`src/rstack_pkg.sv`:
```
// package for the return-address stack block: widths, depths, reset values
// assumes a single processor clock domain and active-low async reset
package rstack_pkg;
    localparam int PC_WIDTH      = 15;
    localparam int STACK_DEPTH   = 16;
    localparam int PTR_WIDTH     = 4;
    localparam int CORE_WIDTH    = 8;
    localparam int FSP_WIDTH     = 16;
    localparam int SHADOW_COUNT  = 5;
    localparam logic [PTR_WIDTH-1:0] PTR_RESET = 4'h0;
    localparam logic [PTR_WIDTH:0]   COUNT_RESET = 5'h00;
    localparam logic [PC_WIDTH-1:0]  PC_RESET = 15'h0000;
    localparam logic [FSP_WIDTH-1:0] FSP_RESET = 16'h0000;
    localparam int PMEM_SEL_BIT  = 15;
endpackage
```
`src/return_stack.sv`:
```
// return-address stack with overflow/underflow guard, context shadows and
// two file-select pointers; sits beside the core's program counter and
// sequencer, all on one processor clock with the system reset.
// assumes requests are single-cycle pulses from logic on the same clock
// Operation
// - A separate 16-entry stack of 15-bit words holds return addresses.
// - Pushing a full stack without a pop sets the overflow flag, popping empty without a push the underflow flag.
// - With stack-error reset enabled either error also raises a reset request.
// - Interrupt entry copies core registers into shadows and return from interrupt restores them.
// - Two independent file-select pointers each address program or data memory.
// - Each stack entry holds a full 15-bit program counter value.
module return_stack
    import rstack_pkg::*;
#(
    parameter int DEPTH = STACK_DEPTH
) (
    input  wire logic                    CLOCK_I,        // processor clock
    input  wire logic                    RESETN_I,       // async reset, low
    input  wire logic                    CALL_I,         // subroutine call
    input  wire logic                    IRQ_ENTRY_I,    // interrupt entry
    input  wire logic                    RETURN_I,       // any return
    input  wire logic                    RETFIE_I,       // return from irq
    input  wire logic [PC_WIDTH-1:0]     RET_ADDR_I,     // address to push
    input  wire logic                    STK_RESET_EN_I, // stack error reset
    input  wire logic                    FLAG_CLEAR_I,   // clear both flags
    input  wire logic [CORE_WIDTH-1:0]   CORE_REGS_I [SHADOW_COUNT], // live
    input  wire logic                    FSP_WR_I,       // pointer write
    input  wire logic                    FSP_SEL_I,      // pointer 0 or 1
    input  wire logic [FSP_WIDTH-1:0]    FSP_DATA_I,     // pointer value
    output logic [PC_WIDTH-1:0]          TOP_ADDR_O,     // popped address
    output logic                         TOP_VALID_O,    // pop had an entry
    output logic                         OVERFLOW_O,     // overflow flag
    output logic                         UNDERFLOW_O,    // underflow flag
    output logic                         SOFT_RESET_O,   // reset request
    output logic                         RESTORE_O,      // shadow restore
    output logic [CORE_WIDTH-1:0]        SHADOW_O [SHADOW_COUNT], // saved
    output logic [FSP_WIDTH-1:0]         FSP0_O,         // pointer 0
    output logic [FSP_WIDTH-1:0]         FSP1_O,         // pointer 1
    output logic                         FSP0_PMEM_O,    // pointer 0 in pmem
    output logic                         FSP1_PMEM_O     // pointer 1 in pmem
);

    logic [PC_WIDTH-1:0]  stack_mem [DEPTH];
    logic [PTR_WIDTH:0]   count_reg, count_next;
    logic [PC_WIDTH-1:0]  top_reg, top_next;
    logic                 top_valid_reg, top_valid_next;
    logic                 ovf_reg, ovf_next;
    logic                 unf_reg, unf_next;
    logic                 srst_reg, srst_next;
    logic                 restore_reg, restore_next;
    logic [CORE_WIDTH-1:0] shadow_reg [SHADOW_COUNT];
    logic [CORE_WIDTH-1:0] shadow_next [SHADOW_COUNT];
    logic [FSP_WIDTH-1:0] fsp0_reg, fsp0_next;
    logic [FSP_WIDTH-1:0] fsp1_reg, fsp1_next;
    logic [PC_WIDTH-1:0]  mem_wr_data;
    logic [PTR_WIDTH-1:0] mem_wr_idx;
    logic                 mem_wr_en;
    logic                 push;
    logic                 pop;
    logic                 full;
    logic                 empty;
    logic                 ovf_ev;
    logic                 unf_ev;
    logic [PTR_WIDTH-1:0] wr_idx;
    logic [PTR_WIDTH-1:0] rd_idx;

    assign push   = CALL_I | IRQ_ENTRY_I;
    assign pop    = RETURN_I | RETFIE_I;
    // count is one bit wider than an index so full and empty differ
    assign full   = (count_reg == (PTR_WIDTH+1)'(DEPTH));
    assign empty  = (count_reg == COUNT_RESET);
    assign wr_idx = count_reg[PTR_WIDTH-1:0];
    assign rd_idx = PTR_WIDTH'(count_reg - 5'h01);
    // simultaneous push and pop replaces the top entry, or is a plain push on an empty stack
    assign ovf_ev = push & ~pop & full;
    assign unf_ev = pop & ~push & empty;

    always_comb begin
        count_next     = count_reg;
        top_next       = top_reg;
        top_valid_next = 1'b0;
        if (pop && !empty) begin
            top_next       = stack_mem[rd_idx];
            top_valid_next = 1'b1;
            if (!push) begin
                count_next = count_reg - 5'h01;
            end
        end else if (push && !full) begin
            count_next = count_reg + 5'h01;
        end
    end

    // a pop on an empty stack leaves the last popped address in place
    always_ff @(posedge CLOCK_I or negedge RESETN_I) begin
        if (!RESETN_I) begin
            count_reg     <= COUNT_RESET;
            top_reg       <= PC_RESET;
            top_valid_reg <= 1'b0;
        end else begin
            count_reg     <= count_next;
            top_reg       <= top_next;
            top_valid_reg <= top_valid_next;
        end
    end

    // write port: a replace reuses the top slot; a push beside a pop
    // on an empty stack is a plain push, so the entry is never lost
    always_comb begin
        mem_wr_en   = 1'b0;
        mem_wr_idx  = wr_idx;
        mem_wr_data = RET_ADDR_I;
        if (push && pop && !empty) begin
            mem_wr_en  = 1'b1;
            mem_wr_idx = rd_idx;
        end else if (push && !full) begin
            mem_wr_en  = 1'b1;
        end
    end

    // stack storage has no reset: entries above the pointer are never read
    always_ff @(posedge CLOCK_I) begin
        if (mem_wr_en) begin
            stack_mem[mem_wr_idx] <= mem_wr_data;
        end
    end

    always_comb begin
        ovf_next     = ovf_reg;
        unf_next     = unf_reg;
        if (FLAG_CLEAR_I) begin
            ovf_next = 1'b0;
            unf_next = 1'b0;
        end
        if (ovf_ev) begin
            ovf_next = 1'b1;
        end
        if (unf_ev) begin
            unf_next = 1'b1;
        end
        // error reset request; only a pulse, this block keeps running
        srst_next    = STK_RESET_EN_I & (ovf_ev | unf_ev);
        // restore strobe; the core copies the shadows back on it
        restore_next = RETFIE_I;
    end

    always_ff @(posedge CLOCK_I or negedge RESETN_I) begin
        if (!RESETN_I) begin
            ovf_reg     <= 1'b0;
            unf_reg     <= 1'b0;
            srst_reg    <= 1'b0;
            restore_reg <= 1'b0;
        end else begin
            ovf_reg     <= ovf_next;
            unf_reg     <= unf_next;
            srst_reg    <= srst_next;
            restore_reg <= restore_next;
        end
    end

    // independent pointers, written one at a time
    always_comb begin
        fsp0_next = fsp0_reg;
        fsp1_next = fsp1_reg;
        if (FSP_WR_I && !FSP_SEL_I) begin
            fsp0_next = FSP_DATA_I;
        end
        if (FSP_WR_I && FSP_SEL_I) begin
            fsp1_next = FSP_DATA_I;
        end
    end

    always_ff @(posedge CLOCK_I or negedge RESETN_I) begin
        if (!RESETN_I) begin
            fsp0_reg <= FSP_RESET;
            fsp1_reg <= FSP_RESET;
        end else begin
            fsp0_reg <= fsp0_next;
            fsp1_reg <= fsp1_next;
        end
    end

    // shadow capture on entry
    // only the latest entry is kept: a nested entry overwrites the copies
    genvar g;
    generate
        for (g = 0; g < SHADOW_COUNT; g++) begin : g_shadow
            always_comb begin
                shadow_next[g] = shadow_reg[g];
                if (IRQ_ENTRY_I) begin
                    shadow_next[g] = CORE_REGS_I[g];
                end
            end
            always_ff @(posedge CLOCK_I or negedge RESETN_I) begin
                if (!RESETN_I) begin
                    shadow_reg[g] <= 8'h00;
                end else begin
                    shadow_reg[g] <= shadow_next[g];
                end
            end
            assign SHADOW_O[g] = shadow_reg[g];
        end
    endgenerate

    assign TOP_ADDR_O   = top_reg;
    assign TOP_VALID_O  = top_valid_reg;
    assign OVERFLOW_O   = ovf_reg;
    assign UNDERFLOW_O  = unf_reg;
    assign SOFT_RESET_O = srst_reg;
    assign RESTORE_O    = restore_reg;
    assign FSP0_O       = fsp0_reg;
    assign FSP1_O       = fsp1_reg;
    assign FSP0_PMEM_O  = fsp0_reg[PMEM_SEL_BIT];
    assign FSP1_PMEM_O  = fsp1_reg[PMEM_SEL_BIT];

endmodule

```
`config.mk`:
```
export PLATFORM = sky130hd
export DESIGN_NAME = return_stack
export DESIGN_NICKNAME = d
export VERILOG_FILES = /design/src/rstack_pkg.sv /design/src/return_stack.sv
export SDC_FILE = /design/constraint.sdc
export NUM_CORES = 1
export LEC_CHECK = 0
export ABC_AREA = 1
export BUFFER_PORTS_ARGS = -buffer_cell sky130_fd_sc_hd__buf_2
export CAP_MARGIN = 20
export CORE_MARGIN = 5
export CORE_UTILIZATION = 30
export CTS_BUF_LIST = sky130_fd_sc_hd__clkbuf_16
export CTS_CLUSTER_DIAMETER = 40
export CTS_CLUSTER_SIZE = 24
export DETAILED_ROUTE_END_ITERATION = 6
export PLACE_DENSITY = 0.47
export SLEW_MARGIN = 20
export SYNTH_ARGS = -nofsm -noshare
export SYNTH_HDL_FRONTEND = slang
export SYNTH_SLANG_ARGS = --single-unit
```
`constraint.sdc`:
```
create_clock -name CLOCK_I -period 5.52 [get_ports CLOCK_I]
set_clock_uncertainty 0.1 [all_clocks]
set_input_delay 0 -clock CLOCK_I [delete_from_list [all_inputs] [get_ports CLOCK_I]]
set_output_delay 0 -clock CLOCK_I [all_outputs]
set_load 0.01 [all_outputs]
```
==> summary.md, run 1 <==
| Metric | Value |
|---|---|
| Dominant cells by area after synthesis | `edfxtp_1 (50%), dfrtp_1 (17%), nand2_1 (10%)` |
| Worst slew pin tran | `about 1100 ps` |
| Initial core utilization | `30.1%` |
| Core area | `~0.047 mm²` |
| Die ar. | `0.0521 mm²` |
| Tot GR Track Use | `15.7%` |
| GP Congestion | `0.830` |
| Detail Route Antenna Nets | `0` |
| Diodes inserted | `0` |
| Commonest non-fill, non-tap cells in the layout | `nand2_1 (390), inv_1 (245), edfxtp_1 (240)` |
| Post-cts resize count | `0` |
| DRC viols | `0` |
| Final setup viols | `0` |
| Total routed wirelength | `~41000 µm` |
| Mapped Avg Cell Area | `around 10 µm²` |
| Die Ht | `approximately 230 µm` |
| Hold Path Class | `input pin to flip-flop` |
| Critical path buffer and inverter count | `1` |
| CTS Buf Count | `57` |
| Tmin final | `around 4500 ps` |
| Fillers | `about 4700` |
| Post-DP HPWL | `approximately 25000 µm` |
| Setup CP Type | `flip-flop to flip-flop` |
| WP data required | `5630 ps` |
| CTS Sinks | `between 300 and 400` |
| Rel. slew slack | `between 20% and 30%` |
| Boundary Pins | `around 180` |
| Leak Pwr | `about 8.3 nW` |
| Area leader, netlist | `edfxtp_1` |
| CP peak stage delay | `between 700 and 800 ps` |
| Final period utilization | `81.4%` |
| Comb pwr share | `between 30% and 40%` |
| Root buf cell | `clkbuf_16` |
| Delay-heaviest family, CP | `simple AND/OR/NAND/NOR gates` |
| Critical-path cell list | `clkinv_2, ha_2, xor2_4, o21ai_0, nor2_1, nand2_1, nor2_2` |
| Max-cap violations | `0` |
| Slowest-stage cell, CP | `dfrtp_4` |
| Global-route wire length before repair | `63800 µm` |
| CP Capture Type | `flip-flop` |
| RSZ-0062 raised after global routing | `no` |
| Power Density | `between 500 and 600 mW/mm²` |
| Synthesized cell area | `around 0.014 mm²` |
| Setup crit start kind | `flip-flop` |
| Initial antenna violation count | `1` |
| Seq pwr share | `about a third` |
| Psw | `around 4.2 mW` |
| Crit Path Max Fanout | `47` |
| Wire per inst | `~18 µm` |
| Synth Register Bits | `around 340` |
| Ys Warns | `0` |
| Clock share of power | `31.8%` |
| Setup TNS Final | `0 ps` |
| Peak supply drop | `352 µV` |
| H-tree depth | `2` |
| Switching Share | `39.3%` |
| Die Width | `between 200 and 250 µm` |
| Worst-skew pair later-pin latency | `roughly 600 ps` |
| R2R setup slack | `approximately 1000 ps` |
| Fin. max-slew vios | `0` |
| Max clock buf depth | `3` |
| Layout cells sized above 1 | `20.4%` |
| CTS tree | `done` |
| Register area share after synthesis | `between 60% and 70%` |
| Post-CTS Setup Bufs | `0` |
| Distinct cells, synth | `27` |
| Via density | `between 4 and 5` |
| Commonest non-fill, non-tap cell in the layout | `nand2_1` |
| Largest Register | `stack_mem` |
| Final core utilization | `just under 40%` |
| Buffers on Ports | `around 170` |
| Clock transition at the registers of the reported paths | `roughly 50 ps` |
| Run status | `finished, final reports clean` |
| Fin nets | `1707` |
| Net count after synthesis | `1452` |
| Num rows | `80` |
| Area Growth Syn to Fin | `29.0%` |
| Synth top area share | `50.4%` |
| Post-Syn Instances | `between 1000 and 1500` |
| Vias in the first global route | `10500` |
| DR iter-0 viols | `728` |
| DR pass1 iterations | `5` |
| DR vias | `~10000` |
| Largest net degree at the start of global routing | `between 90 and 100` |
| Fmax | `~220 MHz` |
| Critical path arrival | `between 4000 and 5000 ps` |
| Max FFs per register | `240` |
| Final Hold Vio Count | `0` |
| Pint | `about 6.5 mW` |
| Grt total ovfl | `0` |
per-stage QoR:
step / worst slack [ps] / std cells / power (mW) / instance area, µm² / hold WS, ps
3_5_place_dp: 1060 / 2098 / 7.35 / 15700 / -172
5_1_grt: 770 / 2288 / 11.4 / 18400 / 67.6
4_1_cts: 1030 / 2288 / 10.9 / 18400 / 30.2
6_report: 1030 / 2288 / 10.7 / 18400 / 82.0
3_3_place_gp: 1020 / 2098 / 7.35 / 15700 / -178
2_1_floorplan: 2480 / 1369 / 5.92 / 14300 / -396
power groups by stage:
| stage | clock network (mW) | logic, mW | registers, mW |
|---|---|---|---|
| 2_1_floorplan | 0 | 2.40 | 3.52 |
| 3_3_place_gp | 0 | 3.79 | 3.56 |
| 3_5_place_dp | 0 | 3.78 | 3.57 |
| 4_1_cts | 3.51 | 3.85 | 3.53 |
| 5_1_grt | 3.61 | 4.22 | 3.58 |
| 6_report | 3.42 | 3.80 | 3.52 |
repair_timing:
| action | 4_1_cts | 5_1_grt |
|---|---|---|
| setup endpoints to repair | 0 | 0 |
| endpoints found under the hold margin | 414 | 0 |
| hold buffers | 82 | 0 |
per-layer routing:
metal / wire (µm) / global-route usage (%)
met2: 17900 / 24.0
met4: 1120 / 5.43
met5: 0 / 0
met1: 19300 / 22.1
met3: 2720 / 3.45
kinds of logic (layout without fill, tap and decap cells):
logic type / count (synthesis) / count (layout) / share of synthesized area [%]
DFF: 337 / 337 / 67.4
buffers and inverters: 308 / 612 / 8.55
xor gates and xnor gates: 6 / 6 / 0.473
muxes: 40 / 40 / 3.15
adders and majority gates: 2 / 2 / 0.175
AOI/OAI and AO/OA: 50 / 50 / 1.86
and+or+nand+nor: 626 / 626 / 18.4
worst paths after layout:
kind,start,end,cells after the start
min in group asynchronous,RESETN_I,FSP0_O[12],4
hold reg to reg,TOP_ADDR_O[8],TOP_ADDR_O[8],2
max in group asynchronous,RESETN_I,count_reg[0],4
setup reg to reg,count_reg[0],stack_mem[14][6],7
setup / recovery,count_reg[0],stack_mem[14][6],7
hold / removal,CORE_REGS_I[21],SHADOW_O[21],3
synth_stat cells:
cell type  number
buf_4           4
clkinv_1        1
xnor2_1         1
xor2_1          3
dfrtp_1        97
o21ai_0        43
nand4_1         3
nand3_1       205
o21ai_1         4
inv_2           4
nor2_1         24
xor2_2          2
clkbuf_1       29
inv_1         237
buf_2          29
ha_1            2
edfxtp_1      240
a21boi_0        1
buf_1           2
nor2_4          1
buf_6           2
a21oi_4         1
nand2_2         2
a21boi_1        1
nand2_1       390
or2_2           1
mux2_2         40
area by class of cell:
type / count / area [µm²] / area share [%]
Clock inverter: 51 / 447 / 2.42
Inverter: 242 / 910 / 4.93
Tap cell: 615 / 769 / 4.17
Multi-Input combinational cell: 724 / 3510 / 19.0
Sequential cell: 337 / 9640 / 52.2
Clock buffer: 57 / 1430 / 7.73
Timing Repair Buffer: 262 / 1750 / 9.48
tightest hold or removal path: stages:
cell,delay (ps)
dlygate4sd3_1,520
buf_2,90
mux2_2,130
No activity file was read; power rests on OpenSTA's default activity.
==> inputs of run 2 (changes only) <==
PLACE_DENSITY = 0.48   (was 0.47)
clock period = 3.7 ns   (was 5.52 ns; I/O delays follow)
==> run 2 against run 1 <==
Via count rose by 0.45%. Critical path type unchanged. Fmax is 52% higher. Highest routed layer unchanged. Worst hold slack got worse by 41 ps. Cell area up 3.0%. Critical path depth grew 2. First-iteration DRC count increased by 21%. Combinational power up 57%. Sequential cell count unchanged. Setup slack worse by 290 ps. Sequential share of layout area decreased by 1.5 points. Wire length down 1.0%. Largest cell class unchanged. Utilization grew 1.2 points.
==> summary.md, run 2 (synthesized netlist as in run 1, its figures left out) <==
| Metric | Value |
|---|---|
| Commonest non-fill, non-tap cell in the layout | `nand2_1` |
| H-tree depth | `2` |
| Hold Path Class | `input pin to flip-flop` |
| Die ar. | `~0.052 mm²` |
| Area Growth Syn to Fin | `33.0%` |
| Layout cells sized above 1 | `21.6%` |
| Clock transition at the registers of the reported paths | `50 ps` |
| Fmax | `between 300 and 400 MHz` |
| Initial antenna violation count | `0` |
| DR iter-0 viols | `884` |
| Tmin final | `~3000 ps` |
| Fillers | `between 4000 and 5000` |
| Root buf cell | `clkbuf_16` |
| FF/Latch Area | `0.00964 mm²` |
| Global-route wire length before repair | `~63000 µm` |
| Layout Cells excl Fill | `2329` |
| Wire per inst | `~17 µm` |
| Max FFs per register | `between 200 and 250` |
| Vias in the first global route | `10600` |
| Footprint of the multi-input gates | `about 0.0035 mm²` |
| CTS Buf Count | `56` |
| Setup crit start kind | `flip-flop` |
| Final core utilization | `40.1%` |
| Detail Route Antenna Nets | `0` |
| Commonest non-fill, non-tap cells in the layout | `nand2_1 (390), inv_1 (243), edfxtp_1 (240)` |
| GP Congestion | `around 0.82` |
| Final Hold Vio Count | `0` |
| Crit Path Max Fanout | `14` |
| Setup TNS Final | `0 ps` |
| Worst-skew pair later-pin latency | `around 590 ps` |
| Final period utilization | `80.1%` |
| CTS tree | `done` |
| DR vias | `~10000` |
| Post-DP HPWL | `around 25000 µm` |
| Diodes inserted | `0` |
| Via density | `around 4.4` |
| CP Capture Type | `flip-flop` |
| Boundary Pins | `around 180` |
| Worst slew pin tran | `990 ps` |
| Critical path arrival | `between 3000 and 4000 ps` |
| Setup CP Type | `flip-flop to flip-flop` |
| Largest net degree at the start of global routing | `78` |
| DRC viols | `0` |
| Tot Pwr | `about 17 mW` |
| Total routed wirelength | `a little over 40000 µm` |
| Fin. max-slew vios | `0` |
| Buffers on Ports | `approximately 170` |
| Run status | `finished, final reports clean` |
| Initial core utilization | `30.1%` |
| Largest Register | `stack_mem` |
| Post-cts resize count | `0` |
| Final setup viols | `0` |
| Max-cap violations | `0` |
| Max clock buf depth | `3` |
| Leak Pwr | `8.61 nW` |
| Core area | `around 0.047 mm²` |
| Power Density | `between 800 and 900 mW/mm²` |
| RSZ-0062 raised after global routing | `no` |
| Fin nets | `between 1500 and 2000` |
| CTS Sinks | `337` |
| Placed cells | `2120` |
| Rel. slew slack | `about 34%` |
| Grt total ovfl | `0` |
| WP data required | `3890 ps` |
| CTS hold repair buffers | `104` |
| Tot GR Track Use | `about 15%` |
| Num rows | `80` |
| Die Ht | `~230 µm` |
| Peak supply drop | `approximately 560 µV` |
| Post-CTS Setup Bufs | `0` |
| DR pass1 iterations | `5` |
| Die Width | `228 µm` |
-- run 2: final timing paths --
kind	from	end	slack [ps]	cells after the start
min in group asynchronous	RESETN_I	TOP_ADDR_O[12]	400	3
hold / removal	IRQ_ENTRY_I	SHADOW_O[33]	40	3
hold reg to reg	TOP_ADDR_O[14]	TOP_ADDR_O[14]	370	2
setup reg to reg	count_reg[1]	stack_mem[5][14]	740	9
max in group asynchronous	RESETN_I	TOP_ADDR_O[1]	2320	4
setup / recovery	count_reg[1]	stack_mem[5][14]	740	9
-- run 2: critical path, cell delays in order, from the launching register on --
cell	delay (ps)
dfrtp_1	420
inv_1	150
ha_2	320
nand3_1	150
nand2_2	270
nand2_1	90
o21ai_1	210
nand3_1	200
nor2_2	440
buf_4	300
-- run 2: where the power goes --
group          internal (mW)  switching [mW]  leakage, nW
clock network           3.62            1.91         1.01
logic                   1.74            4.24         4.26
registers               4.91           0.253         3.35
-- run 2: final cells by class --
cell class              instances  share of cell area, %
flip-flops and latches        337                   50.7
multi-input cells             724                   18.5
repair buffers                306                   11.3
clock buffers                  59                   7.77
inverters                     242                   4.79
well taps                     615                   4.05
clock inverters                46                   2.94
-- run 2: layer usage --
metal  GRT usage [%]  share of wire, %
met4            5.56               2.7
met2            24.6                45
met1            21.2                46
met5               0                 0
met3            3.09               6.2
-- run 2: metrics by stage --
step                      instance area (µm²)  worst slack (ps)  hold WS, ps
after global placement                  15900               884         25.7
after CTS                               19000               746         4.10
after floorplan                         14300               662         -396
final                                   19000               736         41.5
after global routing                    19000               483         36.9
after detailed placement                15900               763         23.1
